$ cat src/pkg/dic_cfg.svh
/*
 Register offsets, reset values, field positions and fixed data words of the
 converter input configuration block. Included by every rtl file and by the test bench, not by the package.
*/
`ifndef DIC_CFG_SVH
`define DIC_CFG_SVH

`define DIC_ADDR_FMT 5'h02
`define DIC_ADDR_OMS 5'h03
`define DIC_ADDR_ERR 5'h04
`define DIC_ADDR_IBC 5'h05

`define DIC_RST_FMT 8'hC0
`define DIC_RST_OMS 8'h70
`define DIC_RST_ERR 8'h00
`define DIC_RST_IBC 8'h00

`define DIC_FMT_TWOS 7
`define DIC_OMS_OFFEN 7
`define DIC_OMS_STMASK 6
`define DIC_OMS_FFMASK 5
`define DIC_OMS_PTMASK 4
`define DIC_OMS_SWSYNC 1
`define DIC_OMS_SWSEL 0
`define DIC_ERR_ST 6
`define DIC_ERR_FF 5
`define DIC_ERR_PT 4
`define DIC_IBC_FOUR_PIN_INTERFACE_MODE 7
`define DIC_IBC_REV 6
`define DIC_IBC_CKDIS 5
`define DIC_IBC_FFDIS 4
`define DIC_IBC_BYP 2

`define DIC_PAT_A 16'hAAAA
`define DIC_PAT_B 16'h5555
`define DIC_SIGN_FLIP 16'h8000

`define DIC_SPI_RW 7
`define DIC_SPI_INSTR_LAST 4'h7
`define DIC_SPI_DATA_FIRST 4'h8
`define DIC_SPI_LAST 4'hF

`endif

$ cat src/pkg/dic_pkg.sv
/*
 Types shared by the converter input configuration block.
 Assumes nothing beyond a SystemVerilog compiler.
*/
package dic_pkg;
   typedef enum logic [2:0] {
      DIC_SPI_IDLE = 3'b001,
      DIC_SPI_INSTR = 3'b010,
      DIC_SPI_DATA = 3'b100
   } dic_spi_state_t;

   typedef struct packed {
      logic twos_comp;
      logic offset_en;
      logic [12:0] offset;
   } dic_path_cfg_t;

   typedef struct packed {
      logic wr;
      logic [4:0] addr;
      logic [7:0] data;
   } dic_reg_wr_t;
endpackage

$ cat src/rtl/dic_regs_top.sv
/*
 Input configuration and status registers of a converter front end, with the
 sample FIFO, sync selection, error flags and sample path they steer.
 Assumes all pins synchronous to core_clk; the sample source writes one word
 per sample_valid and the converter reads one word per cycle once enabled.
*/
// Functional notes
// RULE1 - Format bit set, reset default, treats samples as two's complement.
// RULE2 - Format bit clear treats samples as offset binary.
// RULE3 - Software keeps format register reserved bits at their required values.
// RULE4 - Offset enable adds the working 13-bit offset into the sample path.
// RULE5 - Each set mask bit suppresses its matching error flag.
// RULE6 - Software sync bit may stand in for external sync and transmit enable.
// RULE7 - Sync source select uses only the software bit, ignoring external sync.
// RULE8 - Self-test failure sets its flag; writing zero clears it.
// RULE9 - With self test enabled, the self-test flag drives the serial output pin; four-pin reads put read data on that pin instead.
// RULE10 - FIFO pointer collision losing a sample sets the FIFO flag; zero clears.
// RULE11 - Unmasked checker flags any received word other than the checkerboard values.
// RULE12 - Source sends eight checkerboard words before software clears the pattern flag.
// RULE13 - Interface mode bit selects four-pin, else three-pin serial operation.
// RULE14 - Bus reverse bit swaps the incoming sample bit order.
// RULE15 - Clock divider sync disable blocks divider resync on sync events.
// RULE16 - FIFO sync disable blocks pointer offset reload on sync events.
// RULE17 - Delay-loop bypass captures data without clock skew adjustment.
// RULE18 - Software writes zero to reserved control and interface register bits.
// RULE19 - Each enabled sync event places input pointer by offset minus four to three.
// RULE20 - Working offset loads only on rising edge of the transfer bit.
// RULE21 - Error flags hold until software writes zero to them.
`timescale 1ns/100ps
`include "dic_cfg.svh"
module dic_regs_top #(
   parameter int W = 16,
   parameter int DEPTH = 8
) (
   input wire logic core_clk,
   input wire logic rstn,
   input wire logic sclk,
   input wire logic sden_n,
   input wire logic sdio_in,
   output logic sdio_out,
   output logic sdio_oe,
   output logic sdo_out,
   output logic sdo_oe,
   input wire logic sample_valid,
   input wire logic [W-1:0] sample_in,
   input wire logic ext_sync_in,
   input wire logic [2:0] fifo_offset,
   input wire logic selftest_enable,
   input wire logic core_logic_self_check_fail,
   input wire logic [12:0] path_offset_value,
   input wire logic offset_transfer,
   output logic [W-1:0] dac_code,
   output logic dac_valid,
   output logic tx_enable,
   output logic clkdiv_sync,
   output logic dll_bypass,
   output logic four_pin_interface_mode
);
   localparam int AW = $clog2(DEPTH);

   logic [7:0] fmt_ff;
   logic [7:0] oms_ff;
   logic [7:0] ibc_ff;
   logic st_flag_ff;
   logic ff_flag_ff;
   logic pt_flag_ff;
   logic sync_src_ff;
   logic xfer_ff;
   logic [12:0] work_off_ff;
   logic [AW-1:0] wr_ptr_ff;
   logic [AW-1:0] rd_ptr_ff;
   logic [W-1:0] mem_ff [DEPTH];
   logic [W-1:0] rd_word_ff;
   logic rd_valid_ff;
   logic clkdiv_sync_ff;
   logic [W-1:0] rev_word;
   logic sync_src;
   logic sync_evt;
   logic fifo_collide;
   logic pat_bad;
   logic err_wr;
   logic [4:0] rd_addr;
   logic [7:0] rd_data;
   logic [7:0] err_view;
   dic_pkg::dic_reg_wr_t reg_wr;
   dic_pkg::dic_path_cfg_t path_cfg;

   dic_serial_port u_serial (
      .core_clk(core_clk),
      .rstn(rstn),
      .sclk(sclk),
      .sden_n(sden_n),
      .sdio_in(sdio_in),
      .sdio_out(sdio_out),
      .sdio_oe(sdio_oe),
      .sdo_out(sdo_out),
      .sdo_oe(sdo_oe),
      .four_pin_interface_mode(four_pin_interface_mode),
      .selftest_enable(selftest_enable),
      .selftest_fail_flag(st_flag_ff),
      .rd_addr(rd_addr),
      .rd_data(rd_data),
      .reg_wr(reg_wr)
   );

   // Configuration registers hold what software wrote, reserved bits included.
   always_ff @(posedge core_clk or negedge rstn) begin
      if (!rstn) begin
         fmt_ff <= `DIC_RST_FMT;
         oms_ff <= `DIC_RST_OMS;
         ibc_ff <= `DIC_RST_IBC;
      end else if (reg_wr.wr) begin
         if (reg_wr.addr == `DIC_ADDR_FMT) begin
            fmt_ff <= reg_wr.data;
         end
         if (reg_wr.addr == `DIC_ADDR_OMS) begin
            oms_ff <= reg_wr.data;
         end
         if (reg_wr.addr == `DIC_ADDR_IBC) begin
            ibc_ff <= reg_wr.data;
         end
      end
   end

   assign four_pin_interface_mode = ibc_ff[`DIC_IBC_FOUR_PIN_INTERFACE_MODE]; // RULE13
   assign dll_bypass = ibc_ff[`DIC_IBC_BYP]; // RULE17

   assign err_view = {1'b0, st_flag_ff, ff_flag_ff, pt_flag_ff, 4'h0};

   always_comb begin
      unique case (rd_addr)
         `DIC_ADDR_FMT: rd_data = fmt_ff;
         `DIC_ADDR_OMS: rd_data = oms_ff;
         `DIC_ADDR_ERR: rd_data = err_view;
         `DIC_ADDR_IBC: rd_data = ibc_ff;
         default: rd_data = 8'h00;
      endcase
   end

   // Sync selection: the register bit replaces the external pin when selected.
   assign sync_src = oms_ff[`DIC_OMS_SWSEL] ? oms_ff[`DIC_OMS_SWSYNC] : ext_sync_in; // RULE6 RULE7
   assign sync_evt = sync_src & ~sync_src_ff;

   always_ff @(posedge core_clk or negedge rstn) begin
      if (!rstn) begin
         sync_src_ff <= 1'b0;
         clkdiv_sync_ff <= 1'b0;
      end else begin
         sync_src_ff <= sync_src;
         clkdiv_sync_ff <= sync_evt & ~ibc_ff[`DIC_IBC_CKDIS]; // RULE15
      end
   end

   assign tx_enable = sync_src_ff; // RULE6
   assign clkdiv_sync = clkdiv_sync_ff;

   // Input bus bit reversal ahead of the FIFO and the pattern checker.
   genvar gi;
   generate
      for (gi = 0; gi < W; gi++) begin : g_rev
         assign rev_word[gi] = ibc_ff[`DIC_IBC_REV] ? sample_in[W-1-gi] : sample_in[gi]; // RULE14
      end
   endgenerate

   // A write landing on the slot being read in the same cycle loses a sample.
   assign fifo_collide = sample_valid & tx_enable & (wr_ptr_ff == rd_ptr_ff); // RULE10

   always_ff @(posedge core_clk or negedge rstn) begin
      if (!rstn) begin
         wr_ptr_ff <= '0;
      end else if (sync_evt && !ibc_ff[`DIC_IBC_FFDIS]) begin
         wr_ptr_ff <= AW'(rd_ptr_ff + AW'(DEPTH / 2) + AW'($signed(fifo_offset))); // RULE19 RULE16
      end else if (sample_valid) begin
         wr_ptr_ff <= AW'(wr_ptr_ff + AW'(1));
      end
   end

   // Slots are cleared so that a read ahead of the first write gives a known code.
   always_ff @(posedge core_clk or negedge rstn) begin
      if (!rstn) begin
         for (int i = 0; i < DEPTH; i++) begin
            mem_ff[i] <= '0;
         end
      end else if (sample_valid) begin
         mem_ff[wr_ptr_ff] <= rev_word;
      end
   end

   always_ff @(posedge core_clk or negedge rstn) begin
      if (!rstn) begin
         rd_ptr_ff <= '0;
         rd_word_ff <= '0;
         rd_valid_ff <= 1'b0;
      end else begin
         rd_valid_ff <= tx_enable;
         if (tx_enable) begin
            rd_word_ff <= mem_ff[rd_ptr_ff];
            rd_ptr_ff <= AW'(rd_ptr_ff + AW'(1));
         end
      end
   end

   assign pat_bad = sample_valid & (rev_word != W'(`DIC_PAT_A))
      & (rev_word != W'(`DIC_PAT_B)); // RULE11

   // Error flags: set beats a write of zero in the same cycle.
   assign err_wr = reg_wr.wr & (reg_wr.addr == `DIC_ADDR_ERR);

   always_ff @(posedge core_clk or negedge rstn) begin
      if (!rstn) begin
         st_flag_ff <= 1'b0;
         ff_flag_ff <= 1'b0;
         pt_flag_ff <= 1'b0;
      end else begin
         st_flag_ff <= (core_logic_self_check_fail & ~oms_ff[`DIC_OMS_STMASK]) // RULE8 RULE5
            | (st_flag_ff & ~(err_wr & ~reg_wr.data[`DIC_ERR_ST])); // RULE21
         ff_flag_ff <= (fifo_collide & ~oms_ff[`DIC_OMS_FFMASK]) // RULE10 RULE5
            | (ff_flag_ff & ~(err_wr & ~reg_wr.data[`DIC_ERR_FF])); // RULE21
         pt_flag_ff <= (pat_bad & ~oms_ff[`DIC_OMS_PTMASK]) // RULE11 RULE5
            | (pt_flag_ff & ~(err_wr & ~reg_wr.data[`DIC_ERR_PT])); // RULE21
      end
   end

   // Working offset is double buffered behind the transfer bit.
   always_ff @(posedge core_clk or negedge rstn) begin
      if (!rstn) begin
         xfer_ff <= 1'b0;
         work_off_ff <= 13'h0000;
      end else begin
         xfer_ff <= offset_transfer;
         if (offset_transfer && !xfer_ff) begin
            work_off_ff <= path_offset_value; // RULE20
         end
      end
   end

   assign path_cfg.twos_comp = fmt_ff[`DIC_FMT_TWOS]; // RULE1 RULE2
   assign path_cfg.offset_en = oms_ff[`DIC_OMS_OFFEN]; // RULE4
   assign path_cfg.offset = work_off_ff;

   dic_sample_path #(
      .W(W)
   ) u_path (
      .core_clk(core_clk),
      .rstn(rstn),
      .word_valid(rd_valid_ff),
      .word(rd_word_ff),
      .cfg(path_cfg),
      .dac_code(dac_code),
      .dac_valid(dac_valid)
   );
endmodule // dic_regs_top

$ cat src/rtl/dic_serial_port.sv
/*
 Serial control port: 16-bit frames of instruction byte then data byte.
 Assumes serial pins synchronous to core_clk and slower than half its rate.
*/
`timescale 1ns/100ps
`include "dic_cfg.svh"
module dic_serial_port (
   input wire logic core_clk,
   input wire logic rstn,
   input wire logic sclk,
   input wire logic sden_n,
   input wire logic sdio_in,
   output logic sdio_out,
   output logic sdio_oe,
   output logic sdo_out,
   output logic sdo_oe,
   input wire logic four_pin_interface_mode,
   input wire logic selftest_enable,
   input wire logic selftest_fail_flag,
   output logic [4:0] rd_addr,
   input wire logic [7:0] rd_data,
   output dic_pkg::dic_reg_wr_t reg_wr
);
   dic_pkg::dic_spi_state_t state_ff;
   logic sclk_ff;
   logic [3:0] cnt_ff;
   logic [7:0] shift_ff;
   logic [7:0] instr_ff;
   logic [7:0] tx_ff;
   logic rise;
   logic fall;
   logic reading;

   assign rise = sclk & ~sclk_ff;
   assign fall = ~sclk & sclk_ff;
   assign rd_addr = {shift_ff[3:0], sdio_in};
   assign reading = (state_ff == dic_pkg::DIC_SPI_DATA) & instr_ff[`DIC_SPI_RW];

   always_ff @(posedge core_clk or negedge rstn) begin
      if (!rstn) begin
         sclk_ff <= 1'b0;
      end else begin
         sclk_ff <= sclk;
      end
   end

   always_ff @(posedge core_clk or negedge rstn) begin
      if (!rstn) begin
         state_ff <= dic_pkg::DIC_SPI_IDLE;
         cnt_ff <= 4'h0;
         shift_ff <= 8'h00;
         instr_ff <= 8'h00;
      end else if (sden_n) begin
         state_ff <= dic_pkg::DIC_SPI_IDLE;
         cnt_ff <= 4'h0;
      end else begin
         unique case (state_ff)
            dic_pkg::DIC_SPI_IDLE: begin
               state_ff <= dic_pkg::DIC_SPI_INSTR;
            end
            dic_pkg::DIC_SPI_INSTR: begin
               if (rise) begin
                  shift_ff <= {shift_ff[6:0], sdio_in};
                  cnt_ff <= cnt_ff + 4'h1;
                  if (cnt_ff == `DIC_SPI_INSTR_LAST) begin
                     instr_ff <= {shift_ff[6:0], sdio_in};
                     state_ff <= dic_pkg::DIC_SPI_DATA;
                  end
               end
            end
            dic_pkg::DIC_SPI_DATA: begin
               if (rise) begin
                  shift_ff <= {shift_ff[6:0], sdio_in};
                  cnt_ff <= cnt_ff + 4'h1;
                  if (cnt_ff == `DIC_SPI_LAST) begin
                     state_ff <= dic_pkg::DIC_SPI_INSTR;
                  end
               end
            end
         endcase
      end
   end

   // Read data is loaded when the instruction completes and shifted on falling edges.
   always_ff @(posedge core_clk or negedge rstn) begin
      if (!rstn) begin
         tx_ff <= 8'h00;
      end else if (state_ff == dic_pkg::DIC_SPI_INSTR && rise && cnt_ff == `DIC_SPI_INSTR_LAST) begin
         tx_ff <= rd_data;
      end else if (state_ff == dic_pkg::DIC_SPI_DATA && fall && cnt_ff != `DIC_SPI_DATA_FIRST) begin
         tx_ff <= {tx_ff[6:0], 1'b0};
      end
   end

   always_ff @(posedge core_clk or negedge rstn) begin
      if (!rstn) begin
         reg_wr <= '0;
      end else begin
         reg_wr.wr <= ~sden_n & rise & (state_ff == dic_pkg::DIC_SPI_DATA)
            & (cnt_ff == `DIC_SPI_LAST) & ~instr_ff[`DIC_SPI_RW];
         reg_wr.addr <= instr_ff[4:0];
         reg_wr.data <= {shift_ff[6:0], sdio_in};
      end
   end

   assign sdio_out = tx_ff[7];
   assign sdio_oe = reading & ~four_pin_interface_mode; // RULE13
   assign sdo_oe = (reading & four_pin_interface_mode) | selftest_enable; // RULE13
   assign sdo_out = (reading & four_pin_interface_mode) ? tx_ff[7] : selftest_fail_flag; // RULE9
endmodule // dic_serial_port

$ cat src/rtl/dic_sample_path.sv
/*
 Sample path: input format conversion and system offset addition.
 Output is an offset-binary code; assumes cfg is steady while samples flow.
*/
`timescale 1ns/100ps
`include "dic_cfg.svh"
module dic_sample_path #(
   parameter int W = 16
) (
   input wire logic core_clk,
   input wire logic rstn,
   input wire logic word_valid,
   input wire logic [W-1:0] word,
   input wire dic_pkg::dic_path_cfg_t cfg,
   output logic [W-1:0] dac_code,
   output logic dac_valid
);
   logic [W-1:0] s_word;
   logic [W-1:0] add_val;
   logic [W-1:0] nxt_code;

   assign s_word = cfg.twos_comp ? word : (word ^ W'(`DIC_SIGN_FLIP)); // RULE1 RULE2
   assign add_val = cfg.offset_en ? W'($signed(cfg.offset)) : '0; // RULE4
   assign nxt_code = W'(s_word + add_val) ^ W'(`DIC_SIGN_FLIP);

   always_ff @(posedge core_clk or negedge rstn) begin
      if (!rstn) begin
         dac_code <= '0;
         dac_valid <= 1'b0;
      end else begin
         dac_valid <= word_valid;
         if (word_valid) begin
            dac_code <= nxt_code;
         end
      end
   end
endmodule // dic_sample_path

$ cat config.mk
export PLATFORM = sky130hd
export DESIGN_NAME = dic_regs_top
export DESIGN_NICKNAME = d
export VERILOG_FILES = /design/src/pkg/dic_pkg.sv /design/src/rtl/dic_regs_top.sv /design/src/rtl/dic_serial_port.sv /design/src/rtl/dic_sample_path.sv
export VERILOG_INCLUDE_DIRS = /design/src /design/src/pkg
export SDC_FILE = /design/constraint.sdc
export NUM_CORES = 1
export LEC_CHECK = 0
export ABC_AREA = 1
export CAP_MARGIN = 0
export CORE_ASPECT_RATIO = 1.1
export CORE_MARGIN = 1
export CORE_UTILIZATION = 50
export CTS_CLUSTER_SIZE = 25
export DETAILED_ROUTE_END_ITERATION = 8
export DONT_BUFFER_PORTS = 1
export HOLD_SLACK_MARGIN = 0.1
export PLACE_DENSITY = 0.68
export SLEW_MARGIN = 20
export SYNTH_ARGS = -nofsm -noshare
export SYNTH_HDL_FRONTEND = slang
export SYNTH_SLANG_ARGS = --single-unit
$ cat constraint.sdc
create_clock -name core_clk -period 2.05 [get_ports core_clk]
set_clock_uncertainty 0.2 [all_clocks]
set_input_delay 0.3075 -clock core_clk [delete_from_list [all_inputs] [get_ports core_clk]]
set_output_delay 0.3075 -clock core_clk [all_outputs]
set_load 0.02 [all_outputs]
== After elaboration in Yosys (flattened, before gate mapping) ==
Cells that the tools add are included.
Operators by class
  reductions and logical operators: 21
  magnitude comparators: 3
  add/subtract/negate cells: 6
  bitwise operators: 49
  equality and inequality tests: 21
  muxes and demuxes: 40
Operators with widths (number)
  $bwmux W128: 1
  $mux W16: 5
  $bmux W16 S3: 1
  $demux W16 S3: 1
  $pmux W8 S4: 1
  $and A1 B1 Y1: 25
  $mux W3: 7
  $eq A5 B2 Y1 const B: 4
  $eq A5 B3 Y1 const B: 4
  $mux W1: 18
  $not A1 Y1: 18
  $add A16 B16 Y16: 1
  $mux W8: 2
  $ne A16 B15 Y1 const B: 1
  $ne A16 B16 Y1 const B: 1
  $mux W4: 3
  $ne A3 B2 Y1 const B: 4
  $pmux W3 S3: 1
  $ge A4 B4 Y1 const B: 2
  $not A3 Y4: 2
  $reduce_and A2 Y1: 4
  $reduce_and A4 Y1: 2
  $reduce_bool A2 Y1: 4
  $logic_and A1 B1 Y1: 7
  other kinds (16): 21
Word-level totals
  input port bits: 42
  output and inout port bits: 25
  register bits after elaboration: 256

== Longest topological paths before layout ==
  depth in word-level cells: 6
  mapped depth: 14

== By module ==
A second synthesis with hierarchy kept.
Second synthesis, totals
  cell total of the unflattened synthesis: 1552
  area, all modules: 12694.7 µm²
By module, submodules not included
  dic_regs_top: cells each 1081, area each 9155.0 µm², sequential area each 4860.9 µm², times used 1
  dic_serial_port: cells each 204, area each 1903.1 µm², sequential area each 1077.3 µm², times used 1
  dic_sample_path: cells each 267, area each 1636.6 µm², sequential area each 425.4 µm², times used 1

== Worst setup path before layout ==
No wires, ideal clock.
  path kind: reg-to-reg
  start: reg oms_ff[7]
  end: reg u_path.dac_code[6]
  period minus slack after synthesis: 2.227 ns
  arrival: 1.910 ns
  setup time: 0.118 ns
  slack: -0.177 ns
  buffers on the path: 1
  stages on the path, launching flop included: 13
  path through: dfrtp_1 -> clkbuf_1 -> nand2_1 -> inv_1 -> ha_1 -> fa_1 -> nand2_1 -> nand2_1 -> nand3_1 -> nand2_1 -> or2_2 -> nand3_1 -> nand2_1
Between the ends
  longest elaborated chain between the ends: 2
RTL lines
  start: declaration: RTL line dic_regs_top.sv:62  | logic [7:0] oms_ff;
  start signal: assignment: RTL line dic_regs_top.sv:110  | oms_ff <= `DIC_RST_OMS;
  start signal: assignment: RTL line dic_regs_top.sv:117  | oms_ff <= reg_wr.data;
  $mux W16: RTL line dic_sample_path.sv:23  | assign add_val = cfg.offset_en ? W'($signed(cfg.offset)) : '0;
  $add A16 B16 Y16: RTL line dic_sample_path.sv:24  | assign nxt_code = W'(s_word + add_val) ^ W'(`DIC_SIGN_FLIP);
  end signal: assignment: RTL line dic_sample_path.sv:33  | dac_code <= nxt_code;
  end: declaration: RTL line dic_sample_path.sv:15  | output logic [W-1:0] dac_code,
No other way between the ends.
A chain may end at the register's enable or synchronous reset.

== Worst setup path in the final report ==
  start: reg oms_ff[7]
  end: reg u_path.dac_code[8]
The elaborated chain is that of the path after synthesis.

==> results.json <==
{
  "status": "finished with violations",
  "violations": "design-rule violations, negative hold slack, negative setup slack",
  "min_path_type": "input port to async pin",
  "worstPathRequired_ns": 2.28,
  "clk_pin_slew_ns": 0.06,
  "cp_max_fo": 6,
  "clk_latency_ns": 0.54,
  "pin_count": 67,
  "startpoint_type": "flip-flop",
  "clock_path_buffers": 3,
  "dr.pass1.iters": 8,
  "syn-cell-area_mm2": 0.0124,
  "syn_inst": 1450,
  "yosysTopAreaCell": "dfrtp_1",
  "critPathArrivalTime_ns": 2.35,
  "row_count": 60,
  "core-area_mm2": 0.0245,
  "drt_iter0_drc": 783,
  "drv_slew": 0,
  "htreeDepth": 1,
  "fmax_ghz": 0.471,
  "dp.cells": 1747,
  "overflow": 0,
  "port_buffers": 0,
  "root_buffer": "clkbuf_16",
  "syn2layout_area_growth_pct": 17.0,
  "grt_first_pass_wirelength_um": 47900,
  "fin_ws_ns": -0.0744,
  "worstSetupEndpointType": "flip-flop",
  "p_leak_nw": 6.82,
  "slew_headroom": 0.643,
  "drtAntennaViolNets": 0,
  "synthesis.nets": 1515,
  "die-width_um": 152,
  "worst_slew_pin_slew_ns": 0.535,
  "num_vias": 9715,
  "ys_types": 40,
  "clock_sinks": 254,
  "synth_edf_count": 0,
  "cts_tree": "built",
  "whs_ns": -0.734,
  "synth_area_leaders": "dfrtp_1 (50%), nand2_1 (11%), o21ai_0 (5.8%), inv_1 (5.0%), mux2_2 (4.9%)",
  "postSynthRegisterBits": 254,
  "synth_fa_ha_area_frac": 0.0237,
  "syn_area_per_cell_um2": 8.58,
  "period_minus_slack_ns": 2.12,
  "die_h_um": 167,
  "grt_max_degree": 255,
  "synth_top_family_by_area": "simple AND/OR/NAND/NOR gates",
  "synthMuxAreaShare": 0.0489,
  "cap_violations": 0,
  "drc": 2,
  "gp_congestion": 0.860,
  "grt_antenna_before_repair": 1,
  "setup_viol": 5,
  "viasPerCell": 5.29,
  "final_layout_size_suffix_gt1_frac": 0.169,
  "synth-main-ff-cell": "dfrtp_1",
  "stdcell_count": 1836,
  "design.die.area_mm2": 0.0255,
  "async_reset_ff_frac": 1.00,
  "rsz0062_at_grt": "true",
  "post_drt_wl_per_cell_um": 16.0,
  "min_period_over_period": 1.04,
  "nNetsFinal": 1575,
  "crit_type": "flip-flop to flip-flop",
  "synth.yosys.seq_area_share": 0.511,
  "cts_made_buffers": 26,
  "start_util": 0.509,
  "synth-xor-area-share": 0.00915,
  "hold_violations": 254,
  "ir_drop_mv": 0.798,
  "grt_pass1_vias": 9321,
  "post-route-util": 0.595,
  "routed_wirelength_um": 29400,
  "yosys_warnings": 0,
  "synth.top_cell.area_share": 0.499,
  "yosys.area_share.simple": 0.200,
  "p_per_area_mw_per_mm2": 1260,
  "synth_compound_area_frac": 0.127,
  "track_usage": 0.234,
  "dp_hpwl_um": 18700
}
==> worst paths after layout <==
| path | start | to | slack, ns | cells past startpoint |
|---|---|---|---|---|
| max in group asynchronous | rstn | mem_ff[11] | 1.97 | 0 |
| min reg2reg | u_serial.instr_ff[0] | u_serial.reg_wr[8] | 0.17 | 0 |
| min in group core_clk | sclk | u_serial.sclk_ff | 0.16 | 1 |
| max | oms_ff[7] | u_path.dac_code[8] | -0.07 | 12 |
| max reg2reg | oms_ff[7] | u_path.dac_code[8] | -0.07 | 12 |
| min | rstn | u_path.dac_code[1] | -0.73 | 0 |
==> power breakdown <==
part	switching (mW)	internal, mW
logic	3.49	2.55
clock network	1.89	2.58
registers	1.12	6.75
total	6.50	11.9
==> cell usage in the layout (no fill, tap or decap), drive strengths merged, types with 2 or more instances in the layout <==
cell	count
nor3	8
o211ai	34
xor2	6
and2	2
xnor2	7
inv	170
clkinv	9
nor2	96
nor3b	4
nand3	90
buf	53
nand2	372
or2	6
mux2	54
clkbuf	35
ha	22
dlygate4sd3	40
o21ai	158
dfstp	6
nand3b	2
dfrtp	248
a21oi	84
nand4	12
==> kinds of logic (layout without fill, tap and decap cells) <==
kind of cell               count (synthesis)  after routing
muxes                                     54             54
AOI/OAI and AO/OA                        278            278
adders and majority gates                 23             23
and+or+nand+nor                          593            593
buffers and inverters                    235            310
other                                      0              1
DFF                                      254            254
xor gates and xnor gates                  13             13
==> cells in the mapped netlist, drive strengths merged (7+ instances only) <==
| cell | count |
|---|---|
| clkbuf | 22 |
| o21ai | 158 |
| nand3 | 90 |
| o211ai | 34 |
| mux2 | 54 |
| nor3 | 8 |
| xnor2 | 7 |
| nor2 | 96 |
| ha | 22 |
| a21oi | 84 |
| dfrtp | 248 |
| buf | 40 |
| nand2 | 372 |
| nand4 | 12 |
| inv | 170 |
==> final cells by class <==
type	instances	area, µm²
clock inverters	8	76.3
inverters	173	653
repair buffers	94	927
well taps	310	388
multi-input cells	961	5420
fillers	2045	9910
flip-flops and latches	254	6370
diodes	1	2.50
clock buffers	35	724
==> worst max-delay path: stages, from the launching register on <==
cell and delay [ns]:
dfrtp_2 0.46, nand2_2 0.09, inv_2 0.05, ha_4 0.16
fa_2 0.39, nand2_2 0.09, nand2_2 0.06, and2_4 0.16
nand2_2 0.06, nand2_2 0.04, xor2_1 0.14, nand2_1 0.06
nand2_1 0.04
==> layer usage <==
layer | part of all wire | wire length (µm) | global-route usage | vias to the layer above
li1 | - | - | - | 4820
met1 | 0.46 | 13500 | 0.324 | 4652
met2 | 0.48 | 14200 | 0.394 | 204
met3 | 0.042 | 1240 | 0.0274 | 39
met4 | 0.018 | 529 | 0.0549 | 0
met5 | 0 | 0 | 0 | -
==> sequential cells by signal, summed over array words and instances, names as in the netlist, 6 cells and up <==
register,count
rd_word_ff,16
work_off_ff,13
oms_ff,8
u_serial.reg_wr,14
u_serial.instr_ff,6
ibc_ff,8
u_path.dac_code,16
mem_ff,128
u_serial.tx_ff,8
fmt_ff,8
u_serial.shift_ff,7
==> through the flow <==
stage          worst slack, ns  total power, mW  instance area [µm²]  hold WS, ns  setup TNS [ns]
2_1_floorplan          -0.0433             11.9                12500       -0.188         -0.0821
3_3_place_gp            0.0309             13.4                13000       -0.182               0
3_5_place_dp           -0.0423             13.6                13000       -0.184         -0.0743
4_1_cts                 -0.113             18.2                14300       -0.759          -0.148
5_1_grt                 -0.168             19.6                14600       -0.752           -1.29
6_report               -0.0744             18.4                14600       -0.734          -0.242
==> what timing repair did <==
| action | in CTS | in global routing |
|---|---|---|
| cloned | 1 | 0 |
| gates resized for setup | 17 | 52 |
| hold endpoints to repair | 427 | 255 |
| buffers inserted | 1 | 2 |
| hold buffers | 40 | 1 |
| pin swaps | 4 | 9 |
| setup endpoints to repair | 10 | 30 |
Note: power is estimated with default switching activity, not from simulation.
